==> config.mk <==
export PLATFORM = sky130hd
export DESIGN_NAME = spcg_top
export DESIGN_NICKNAME = d
export VERILOG_FILES = /design/src/rtl/spcg_pkg.sv /design/src/rtl/spcg_top.sv /design/src/rtl/spcg_gate_reg.sv /design/src/rtl/spcg_port_fault.sv
export VERILOG_INCLUDE_DIRS = /design/src /design/src/rtl
export SDC_FILE = /design/constraint.sdc
export NUM_CORES = 1
export LEC_CHECK = 0
export ABC_AREA = 0
export ABC_CLOCK_PERIOD_IN_PS = 3400
export BUFFER_PORTS_ARGS = -buffer_cell sky130_fd_sc_hd__buf_4
export CAP_MARGIN = 30
export CORE_ASPECT_RATIO = 1.5
export CORE_MARGIN = 2
export CORE_UTILIZATION = 50
export CTS_BUF_LIST = sky130_fd_sc_hd__clkbuf_16
export DETAILED_ROUTE_END_ITERATION = 8
export GPL_ROUTABILITY_DRIVEN = 0
export PLACE_DENSITY = 0.79
export SETUP_SLACK_MARGIN = 0.2
export SLEW_MARGIN = 20
export SYNTH_ARGS = -nofsm -noshare
export SYNTH_HDL_FRONTEND = slang
export SYNTH_HIERARCHICAL = 1
export SYNTH_SLANG_ARGS = --single-unit
export TNS_END_PERCENT = 50
==> constraint.sdc <==
create_clock -name core_clk -period 3.4 [get_ports core_clk]
set_clock_uncertainty 0.2 [all_clocks]
set_input_delay 0.34 -clock core_clk [delete_from_list [all_inputs] [get_ports core_clk]]
set_output_delay 0.34 -clock core_clk [all_outputs]
set_load 0.005 [all_outputs]
==> src/rtl/spcg_params.svh <==
`ifndef SPCG_PARAMS_SVH
`define SPCG_PARAMS_SVH
// bus geometry
`define SPCG_ADDR_W     12
`define SPCG_DATA_W     32
`define SPCG_PORTS      8
`define SPCG_RSVD_W     24
// register byte offsets
`define SPCG_OFS_RUN    12'h108
`define SPCG_OFS_SLEEP  12'h118
`define SPCG_OFS_DEEP   12'h128
`define SPCG_OFS_STAT   12'h130
`define SPCG_OFS_MASK   12'h134
`define SPCG_OFS_ACTIVE 12'h138
// reset values and bus answers
`define SPCG_GATE_RST   8'h00
`define SPCG_RSVD_ZERO  24'h000000
`define SPCG_WORD_ZERO  32'h00000000
`define SPCG_RESP_OK    2'h0
`define SPCG_RESP_ERR   2'h2
`endif

==> src/rtl/spcg_pkg.sv <==
`include "spcg_params.svh"
package spcg_pkg;
  // power state reported by the system power controller
  typedef enum logic [1:0] {SPCG_RUN, SPCG_SLEEP, SPCG_DEEP} spcg_mode_t;
  // one bit per port, bit 0 is port a, bit 7 port h
  typedef logic [`SPCG_PORTS-1:0] spcg_gate_t;
  // avalon-mm request from the master
  typedef struct packed {
    logic                    read;
    logic                    write;
    logic [`SPCG_ADDR_W-1:0] address;
    logic [3:0]              byteenable;
    logic [`SPCG_DATA_W-1:0] writedata;
  } spcg_avs_req_t;
  // avalon-mm answer to the master
  typedef struct packed {
    logic [`SPCG_DATA_W-1:0] readdata;
    logic [1:0]              response;
    logic                    waitrequest;
  } spcg_avs_rsp_t;
endpackage

==> src/rtl/spcg_top.sv <==
`timescale 1ns/1ps
`include "spcg_params.svh"
////////////////////////////////////////////////////////////////////////////////
module spcg_top (
  // clock and reset
  input  wire logic                  core_clk,
  input  wire logic                  rst_b,
  // avalon-mm register slave
  input  wire spcg_pkg::spcg_avs_req_t avs_req,
  output spcg_pkg::spcg_avs_rsp_t    avs_rsp,
  // power state from the neighbouring clock control
  input  wire spcg_pkg::spcg_mode_t  power_mode,
  input  wire logic                  auto_gating_select,
  // per-port access requests from the bus decoder
  input  wire spcg_pkg::spcg_gate_t  port_req,
  // per-port clock enables and fault pulses
  output spcg_pkg::spcg_gate_t       port_clk_en,
  output spcg_pkg::spcg_gate_t       port_bus_fault,
  // interrupt
  output logic                       irq
);
  import spcg_pkg::*;

  //////////////////////////////////////////////////////////////////////////////
  // bus handshake state
  logic                    ack_q;
  logic                    ack_d;
  logic [`SPCG_DATA_W-1:0] rdata_q;
  logic [`SPCG_DATA_W-1:0] rdata_d;
  logic [1:0]              resp_q;
  logic [1:0]              resp_d;

  // register contents
  spcg_gate_t run_q;
  spcg_gate_t sleep_q;
  spcg_gate_t deep_q;
  spcg_gate_t mask_q;
  spcg_gate_t status_q;
  spcg_gate_t gate_sel;
  spcg_gate_t clk_en_q;
  spcg_gate_t fault_q;

  //////////////////////////////////////////////////////////////////////////////
  // address decode, all named wires
  wire       req_any  = avs_req.read | avs_req.write;
  wire       acc_fire = req_any & ack_q;
  wire       hit_run  = (avs_req.address == `SPCG_OFS_RUN);
  wire       hit_slp  = (avs_req.address == `SPCG_OFS_SLEEP);
  wire       hit_deep = (avs_req.address == `SPCG_OFS_DEEP);
  wire       hit_stat = (avs_req.address == `SPCG_OFS_STAT);
  wire       hit_mask = (avs_req.address == `SPCG_OFS_MASK);
  wire       hit_act  = (avs_req.address == `SPCG_OFS_ACTIVE);
  wire       hit_any  = hit_run | hit_slp | hit_deep | hit_stat | hit_mask | hit_act;
  // writes land only on byte lane 0; upper lanes hold nothing
  wire       wr_ok    = avs_req.write & acc_fire & avs_req.byteenable[0];
  wire       wr_run   = wr_ok & hit_run;
  wire       wr_slp   = wr_ok & hit_slp;
  wire       wr_deep  = wr_ok & hit_deep;
  wire       wr_mask  = wr_ok & hit_mask;
  wire       wr_stat  = wr_ok & hit_stat;
  // bits 31:8 of the write data are simply dropped
  wire spcg_gate_t wbyte = avs_req.writedata[`SPCG_PORTS-1:0];
  wire spcg_gate_t clr_v = wr_stat ? wbyte : '0;

  //////////////////////////////////////////////////////////////////////////////
  // read selection; upper 24 bits always zero
  wire spcg_gate_t rd_byte =
      hit_run  ? run_q    :
      hit_slp  ? sleep_q  :
      hit_deep ? deep_q   :
      hit_stat ? status_q :
      hit_mask ? mask_q   :
      hit_act  ? clk_en_q : '0;

  assign rdata_d = avs_req.read ? {`SPCG_RSVD_ZERO, rd_byte} : `SPCG_WORD_ZERO;
  assign resp_d  = hit_any ? `SPCG_RESP_OK : `SPCG_RESP_ERR;
  // one wait cycle, then the answer; ack drops after each transfer
  assign ack_d   = req_any & ~ack_q;

  // answer registers, captured while waitrequest is still high
  always_ff @(posedge core_clk) begin
    if (!rst_b) begin
      ack_q   <= 1'b0;
      rdata_q <= `SPCG_WORD_ZERO;
      resp_q  <= `SPCG_RESP_OK;
    end else begin
      ack_q   <= ack_d;
      rdata_q <= ack_d ? rdata_d : rdata_q;
      resp_q  <= ack_d ? resp_d : resp_q;
    end
  end

  assign avs_rsp.readdata    = rdata_q;
  assign avs_rsp.response    = resp_q;
  assign avs_rsp.waitrequest = req_any & ~ack_q;

  //////////////////////////////////////////////////////////////////////////////
  // run, sleep, deep-sleep gate registers and the interrupt mask
  spcg_gate_reg #(
    .W   (`SPCG_PORTS),
    .RST (`SPCG_GATE_RST)
  ) u_run (
    .core_clk (core_clk),
    .rst_b    (rst_b),
    .wr_en    (wr_run),
    .wdata    (wbyte),
    .q        (run_q)
  );

  spcg_gate_reg #(
    .W   (`SPCG_PORTS),
    .RST (`SPCG_GATE_RST)
  ) u_sleep (
    .core_clk (core_clk),
    .rst_b    (rst_b),
    .wr_en    (wr_slp),
    .wdata    (wbyte),
    .q        (sleep_q)
  );

  spcg_gate_reg #(
    .W   (`SPCG_PORTS),
    .RST (`SPCG_GATE_RST)
  ) u_deep (
    .core_clk (core_clk),
    .rst_b    (rst_b),
    .wr_en    (wr_deep),
    .wdata    (wbyte),
    .q        (deep_q)
  );

  spcg_gate_reg #(
    .W   (`SPCG_PORTS),
    .RST (`SPCG_GATE_RST)
  ) u_mask (
    .core_clk (core_clk),
    .rst_b    (rst_b),
    .wr_en    (wr_mask),
    .wdata    (wbyte),
    .q        (mask_q)
  );

  //////////////////////////////////////////////////////////////////////////////
  // pick the gate set for the present power state
  // an illegal mode code falls back to the run set, the safe choice
  always_comb begin
    gate_sel = run_q;
    unique case (power_mode)
      SPCG_RUN:   gate_sel = run_q;
      SPCG_SLEEP: gate_sel = auto_gating_select ? sleep_q : run_q;
      SPCG_DEEP:  gate_sel = auto_gating_select ? deep_q : run_q;
      default:    gate_sel = run_q;
    endcase
  end

  // registered enables feed the clock gate cells downstream
  // bit i drives port i: bit 0 port a up to bit 7 port h
  always_ff @(posedge core_clk) begin
    if (!rst_b) begin
      clk_en_q <= `SPCG_GATE_RST;
    end else begin
      clk_en_q <= gate_sel;
    end
  end

  assign port_clk_en = clk_en_q;

  //////////////////////////////////////////////////////////////////////////////
  // gated access attempts, named so the checks can take their past value
  wire spcg_gate_t gated_req = port_req & ~clk_en_q;

  // fault detection and sticky status, one cell per port
  for (genvar i = 0; i < `SPCG_PORTS; i++) begin : g_port
    spcg_port_fault u_fault (
      .core_clk (core_clk),
      .rst_b    (rst_b),
      .req      (port_req[i]),
      .clk_en   (clk_en_q[i]),
      .clr      (clr_v[i]),
      .fault_q  (fault_q[i]),
      .sticky_q (status_q[i])
    );
  end

  assign port_bus_fault = fault_q;
  // level interrupt while any unmasked fault is pending
  assign irq = |(status_q & mask_q);
endmodule

==> src/rtl/spcg_gate_reg.sv <==
`timescale 1ns/1ps
`include "spcg_params.svh"
module spcg_gate_reg #(
  parameter int            W   = `SPCG_PORTS,
  parameter logic [W-1:0]  RST = `SPCG_GATE_RST
) (
  // clock and reset
  input  wire logic         core_clk,
  input  wire logic         rst_b,
  // write port
  input  wire logic         wr_en,
  input  wire logic [W-1:0] wdata,
  // stored value
  output logic [W-1:0]      q
);
  // plain software register, cleared by reset
  always_ff @(posedge core_clk) begin
    if (!rst_b) begin
      q <= RST;
    end else if (wr_en) begin
      q <= wdata;
    end
  end
endmodule

==> src/rtl/spcg_port_fault.sv <==
`timescale 1ns/1ps
module spcg_port_fault (
  // clock and reset
  input  wire logic core_clk,
  input  wire logic rst_b,
  // access and gate state of one port
  input  wire logic req,
  input  wire logic clk_en,
  // write-one-to-clear of the sticky bit
  input  wire logic clr,
  // fault pulse and sticky status
  output logic      fault_q,
  output logic      sticky_q
);
  logic fault_d;
  logic sticky_d;

  // an access to an unclocked port cannot complete, so it faults
  assign fault_d  = req & ~clk_en;
  // a fault in the clearing cycle still sets the bit
  assign sticky_d = (sticky_q & ~clr) | fault_d;

  always_ff @(posedge core_clk) begin
    if (!rst_b) begin
      fault_q  <= 1'b0;
      sticky_q <= 1'b0;
    end else begin
      fault_q  <= fault_d;
      sticky_q <= sticky_d;
    end
  end
endmodule

==> metrics.cfg, run 1 <==
[critical_path]
critPathTopFamily = simple AND/OR/NAND/NOR gates
path_max_fanout = 8
path_cells = buf_4 > or4b_1 > or3_4 > nor4_2 > buf_4 > mux2i_1 > nor2b_1
cp.arrival_ns = 2.44
required_ns = 3.42
crit_buf_inv = 2
max_stage_delay_ns = 0.69
crit_type = in -> reg
cpMaxStageDelayCell = or4b_1
critPathCaptureType = flip-flop
cp-start-kind = primary input
crit_top_cell = buf_4

[synthesis]
synth_area_leaders = dfxtp_1 38%, mux2i_1 10%, nor2b_1 7.9%, buf_4 5.6%, nand2b_1 4.3%
ys_ff_latch = 66
synth_area_per_cell_um2 = 8.80
synth_cell_types = 44
synth_cells = 398
ys_warn_count = 6
netlist.area_leader.share_pct = 37.7
yosys.cell_count.top_type = dfxtp_1
syn-cell-area_um2 = 3500
synth_flop_cell = dfxtp_1
synth_edf_count = 0
async_flop_share_pct = 0
yosys-top-cells-count = 66 x dfxtp_1, 44 x nor2b_1, 36 x mux2i_1, 26 x buf_4, 26 x inv_1
synth_largest_area_cell = dfxtp_1
yosysSeqAreaShare_pct = 37.7

[route]
vias = 2969
dr.pass1.iters = 5
vias_per_cell = 5.51
first_iter_violations = 172
drc = 0
post_drt_wl_per_cell_um = 16.1
drt_wl_total_mm = 8.70
drtAntennaViolNets = 0

[floorplan]
die_x_um = 72.3
die_y_um = 106
pin_count = 115
initial_core_util_pct = 51.4
core_area_um2 = 6810
die_area_um2 = 7700
rows = 37

[pwr]
p_total_mw = 1.85
p_leak_nw = 1.60
ir_drop_uv = 260
power_density_nw_per_um2 = 442

[placed_design]
dp_hpwl_mm = 6.30
dp.cells = 523
portBuffers = 62

[grt]
grt_pass1_wl_mm = 13.8
use_met2_pct = 40.0
grt_usage_pct = 23.2
groute.layer.met3.usage_pct = 3.13
grt_pass1_vias = 2876
gr-total-overflow = 0
grt_max_degree = 57
busiest_layer = met2
grt.met1_usage_pct = 27.6
antenna_found_initial = 0

[timing]
period_minus_slack_ns = 2.42
timing.setup.tns_ns = 0
tightest_slew_ns = 0.840
holdWs_ns = 0.0630
fin_crit_sh_pct = 71.3
max_freq_mhz = 413
slew_viol_final = 0
hold_violations = 0
rsz0062_at_grt = no
setup_viol = 0
slew_headroom_pct = 43.2

[clock_tree]
path_clk_slew_ns = 0.05
cts-resized-gates = 0
cts_buffers = 9
cts_setup_buffers = 0
clockRootBuffer = clkbuf_16
cts-htree-levels = 3
cts.sinks = 66
clockBufferDepth = 2
postCtsHoldBufs = 0
clkLatencyLatePin_ns = 0.34
cts_tree = built

[final_layout]
drive_gt1_share_pct = 21.5
num_antenna_cells = 0
nets = 521
fin_cells = 539
area_delta_synth_final_pct = 19.8
nFillCells = 580

[outcome]
status = complete, no violations

[worst_hold_path]
min_path_type = in -> reg

[job]
drv_cap = 0

area by class of cell:
| cell class | instances | area [um^2] | area share [%] |
|---|---|---|---|
| Sequential cell | 66 | 1320 | 31.5 |
| Tap cell | 78 | 97.6 | 2.33 |
| Timing Repair Buffer | 66 | 495 | 11.8 |
| Clock inverter | 7 | 62.6 | 1.49 |
| Clock buffer | 9 | 225 | 5.37 |
| Inverter | 27 | 101 | 2.42 |
| Multi-Input combinational cell | 286 | 1890 | 45.1 |
per-stage QoR:
step / util [%] / cell area, um^2 / setup WS, ns
after CTS: 61.6 / 4190 / 0.960
after global placement: 57.4 / 3910 / 0.692
after detailed placement: 57.4 / 3910 / 0.622
after floorplan: - / 3590 / 1.00
final: 61.6 / 4190 / 0.977
after global routing: 61.6 / 4190 / 0.903
sequential cells by signal (all words and copies together) (netlist names), 8 cells and up:
register and count:
g_port.u_fault/fault_q 8, g_port.u_fault/sticky_q 8, port_clk_en 8, rdata_q 8
u_deep/q 8, u_mask/q 8, u_run/q 8, u_sleep/q 8
cell usage in the layout, fill, tap and decap left out, drive strengths merged:
cell type | Yosys | final
a211oi | 1 | 1
a21oi | 27 | 27
a221oi | 4 | 4
a22o | 8 | 8
a22oi | 12 | 12
a31o | 3 | 3
a31oi | 6 | 6
and2 | 12 | 12
and3 | 1 | 1
buf | 33 | 66
bufinv | 0 | 1
clkbuf | 10 | 9
clkinv | 1 | 4
clkinvlp | 0 | 1
conb | 1 | 25
dfxtp | 66 | 66
ha | 2 | 2
inv | 26 | 28
mux2 | 1 | 1
mux2i | 36 | 36
nand2 | 3 | 3
nand2b | 24 | 24
nand3 | 6 | 6
nand4 | 2 | 2
nor2 | 25 | 25
nor2b | 44 | 44
nor3 | 6 | 6
nor4 | 2 | 2
nor4b | 2 | 2
o21a | 3 | 3
o21ai | 17 | 17
o21bai | 1 | 1
o221a | 3 | 3
o221ai | 3 | 3
or2 | 1 | 1
or3 | 2 | 2
or4 | 3 | 3
or4b | 1 | 1
power breakdown:
part           total, mW  internal, mW  switching, mW
Combinational      0.160        0.0685         0.0915
Sequential         0.797         0.788        0.00946
Clock              0.898         0.559          0.339
worst min-delay path, cell delays in order:
cell and delay, ns:
buf_4 0.08, nand2b_1 0.07, nor2_1 0.08
cell families (layout without fill, tap and decap cells):
logic type / count (synthesis) / count (layout) / share of synthesized area (%)
AO/OA/AOI/OAI: 88 / 88 / 17.3
buffers and inverters: 70 / 109 / 11.2
multiplexers: 37 / 37 / 10.6
flip-flops: 66 / 66 / 37.7
AND/OR/NAND/NOR: 134 / 134 / 22.3
other: 1 / 25 / 0.107
adder cells (fa/ha/maj): 2 / 2 / 0.715
per-layer routing:
| metal | wire length [um] | vias to the layer above |
|---|---|---|
| met5 | 0 | - |
| met4 | 210 | 0 |
| met3 | 472 | 17 |
| met2 | 4590 | 110 |
| met1 | 3420 | 1399 |
| li1 | - | 1443 |
final timing paths:
kind | start | end | slack [ns] | depth (start not counted)
setup reg to reg | ack_q | u_mask/q[6] | 1.38 | 5
hold / removal | port_req[7] | g_port[7].u_fault/fault_q | 0.06 | 3
setup / recovery | avs_req[45] | u_deep/q[3] | 0.98 | 7
hold reg to reg | resp_q[1] | resp_q[1] | 0.31 | 2
Note: power is estimated with default switching activity, not from simulation.
==> inputs of run 2 (changes only) <==
Settings changed: ABC_CLOCK_PERIOD_IN_PS 3400 to 2100, CORE_UTILIZATION 50 to 46, PLACE_DENSITY 0.79 to 0.77.
Clock period 3.4 ns to 2.1 ns, I/O delays scaled along.
==> run 2 against run 1 <==
Compared with the run above:
- sequential share of layout area down 2.8 points
- setup slack worse by 0.88 ns
- critical path depth unchanged
==> metrics.cfg, run 2 (synthesis gave the netlist of run 1 again) <==
[placed_design]
dp_hpwl_mm = 6.62
pre_cts_slack_ns = -0.244
portBuffers = 62
dp.cells = 564

[floorplan]
die_y_um = 111
pin_count = 115
die_x_um = 75.2
initial_core_util_pct = 46.6
core_area_um2 = 7510
die_area_um2 = 8340
rows = 39

[clock_tree]
cts_buffers = 9
path_clk_slew_ns = 0.05
clockBufferDepth = 2
clockRootBuffer = clkbuf_16
cts.sinks = 66
cts_setup_buffers = 0
cts-htree-levels = 3
clkLatencyLatePin_ns = 0.34
cts_tree = built

[timing]
slew_viol_final = 0
setup_viol = 0
max_freq_mhz = 500
fin_ws_ns = 0.100
holdWs_ns = 0.0159
fin_crit_sh_pct = 95.2
period_minus_slack_ns = 2.00
hold_violations = 0
rsz0062_at_grt = yes

[route]
dr.pass1.iters = 4
drc = 0
vias = 3113
drtAntennaViolNets = 0
first_iter_violations = 240
post_drt_wl_per_cell_um = 15.4
vias_per_cell = 5.24
drt_wl_total_mm = 9.16

[grt]
gr-total-overflow = 0
groute.layer.met3.usage_pct = 5.18
grt_pass1_wl_mm = 14.4
grt.met1_usage_pct = 25.8
antenna_found_initial = 0
use_met2_pct = 39.2
busiest_layer = met2
grt_max_degree = 27
grt_usage_pct = 22.9
grt_pass1_vias = 3037

[worst_hold_path]
min_path_type = in -> reg

[critical_path]
crit_type = in -> reg
cpMaxStageDelayCell = or4_4
critPathCaptureType = flip-flop
crit_buf_inv = 2
path_cells = buf_6 > or4_4 > or3_4 > nor4_4 > buf_12 > mux2i_2 > nor2b_1
critPathTopFamily = simple AND/OR/NAND/NOR gates
max_stage_delay_ns = 0.54
cp.arrival_ns = 2.03
path_max_fanout = 8
required_ns = 2.13
cp-start-kind = primary input

[final_layout]
layout.cells.most_common = buf_4
fin_util_pct = 61.2
fin_cells = 594
nets = 552
final_cell_mix = 77 x buf_4, 66 x dfxtp_1, 44 x nor2b_1
area_delta_synth_final_pct = 31.3
num_antenna_cells = 0
drive_gt1_share_pct = 26.2

[pwr]
p_leak_nw = 1.77
ir_drop_uv = 482
power_density_nw_per_um2 = 646

[outcome]
status = complete, no violations

[job]
drv_cap = 0

[run 2: metrics by stage]
| stage | setup TNS [ns] | cell area (um^2) | power (mW) |
|---|---|---|---|
| detailed placement | -7.74 | 4110 | 1.59 |
| floorplan | -2.77 | 3630 | 1.49 |
| finish | 0 | 4600 | 2.97 |
| global placement | -7.07 | 4110 | 1.58 |
| CTS | 0 | 4530 | 2.97 |
| global route | 0 | 4600 | 3.07 |
[run 2: repair_timing]
item                                    in CTS  in global routing
hold buffers                                14                  0
resized for setup                            3                 12
hold endpoints to repair                    32                  0
pin swaps                                    2                  3
endpoints found under the setup margin      37                 47
[run 2: worst reg2reg max path, stage by stage (launching register included)]
cell     delay, ns
dfxtp_1       0.39
nand3_2       0.22
nor4_4        0.34
buf_4         0.21
mux2i_1       0.24
nor2b_1       0.07
[run 2: final cells by class]
| cell class | count | area (um^2) |
|---|---|---|
| Clock buffer | 9 | 225 |
| Clock inverter | 7 | 46.3 |
| Fill cell | 661 | 2920 |
| Inverter | 27 | 101 |
| Multi-Input combinational cell | 286 | 1970 |
| Sequential cell | 66 | 1320 |
| Tap cell | 102 | 128 |
| Timing Repair Buffer | 97 | 803 |
[run 2: routing by layer]
metal / wire, um / part of all wire (%)
met4: 319 / 3.5
met1: 3520 / 38
met5: 0 / 0
met3: 436 / 4.8
met2: 4890 / 53
[run 2: power by group]
group | internal (mW) | total [mW] | switching (mW) | leakage [nW]
logic | 0.143 | 0.306 | 0.163 | 1.10
clock network | 0.794 | 1.37 | 0.575 | 0.133
registers | 1.28 | 1.29 | 0.0182 | 0.537
total | 2.21 | 2.97 | 0.756 | 1.77
[run 2: final timing paths]
path,startpoint,end,slack (ns),depth (start not counted)
max,avs_req[37],u_deep/q[0],0.10,7
min,avs_req[7],u_run/q[7],0.02,3
max reg2reg,ack_q,u_run/q[0],0.32,5
min reg2reg,g_port[4].u_fault/sticky_q,g_port[4].u_fault/sticky_q,0.30,2
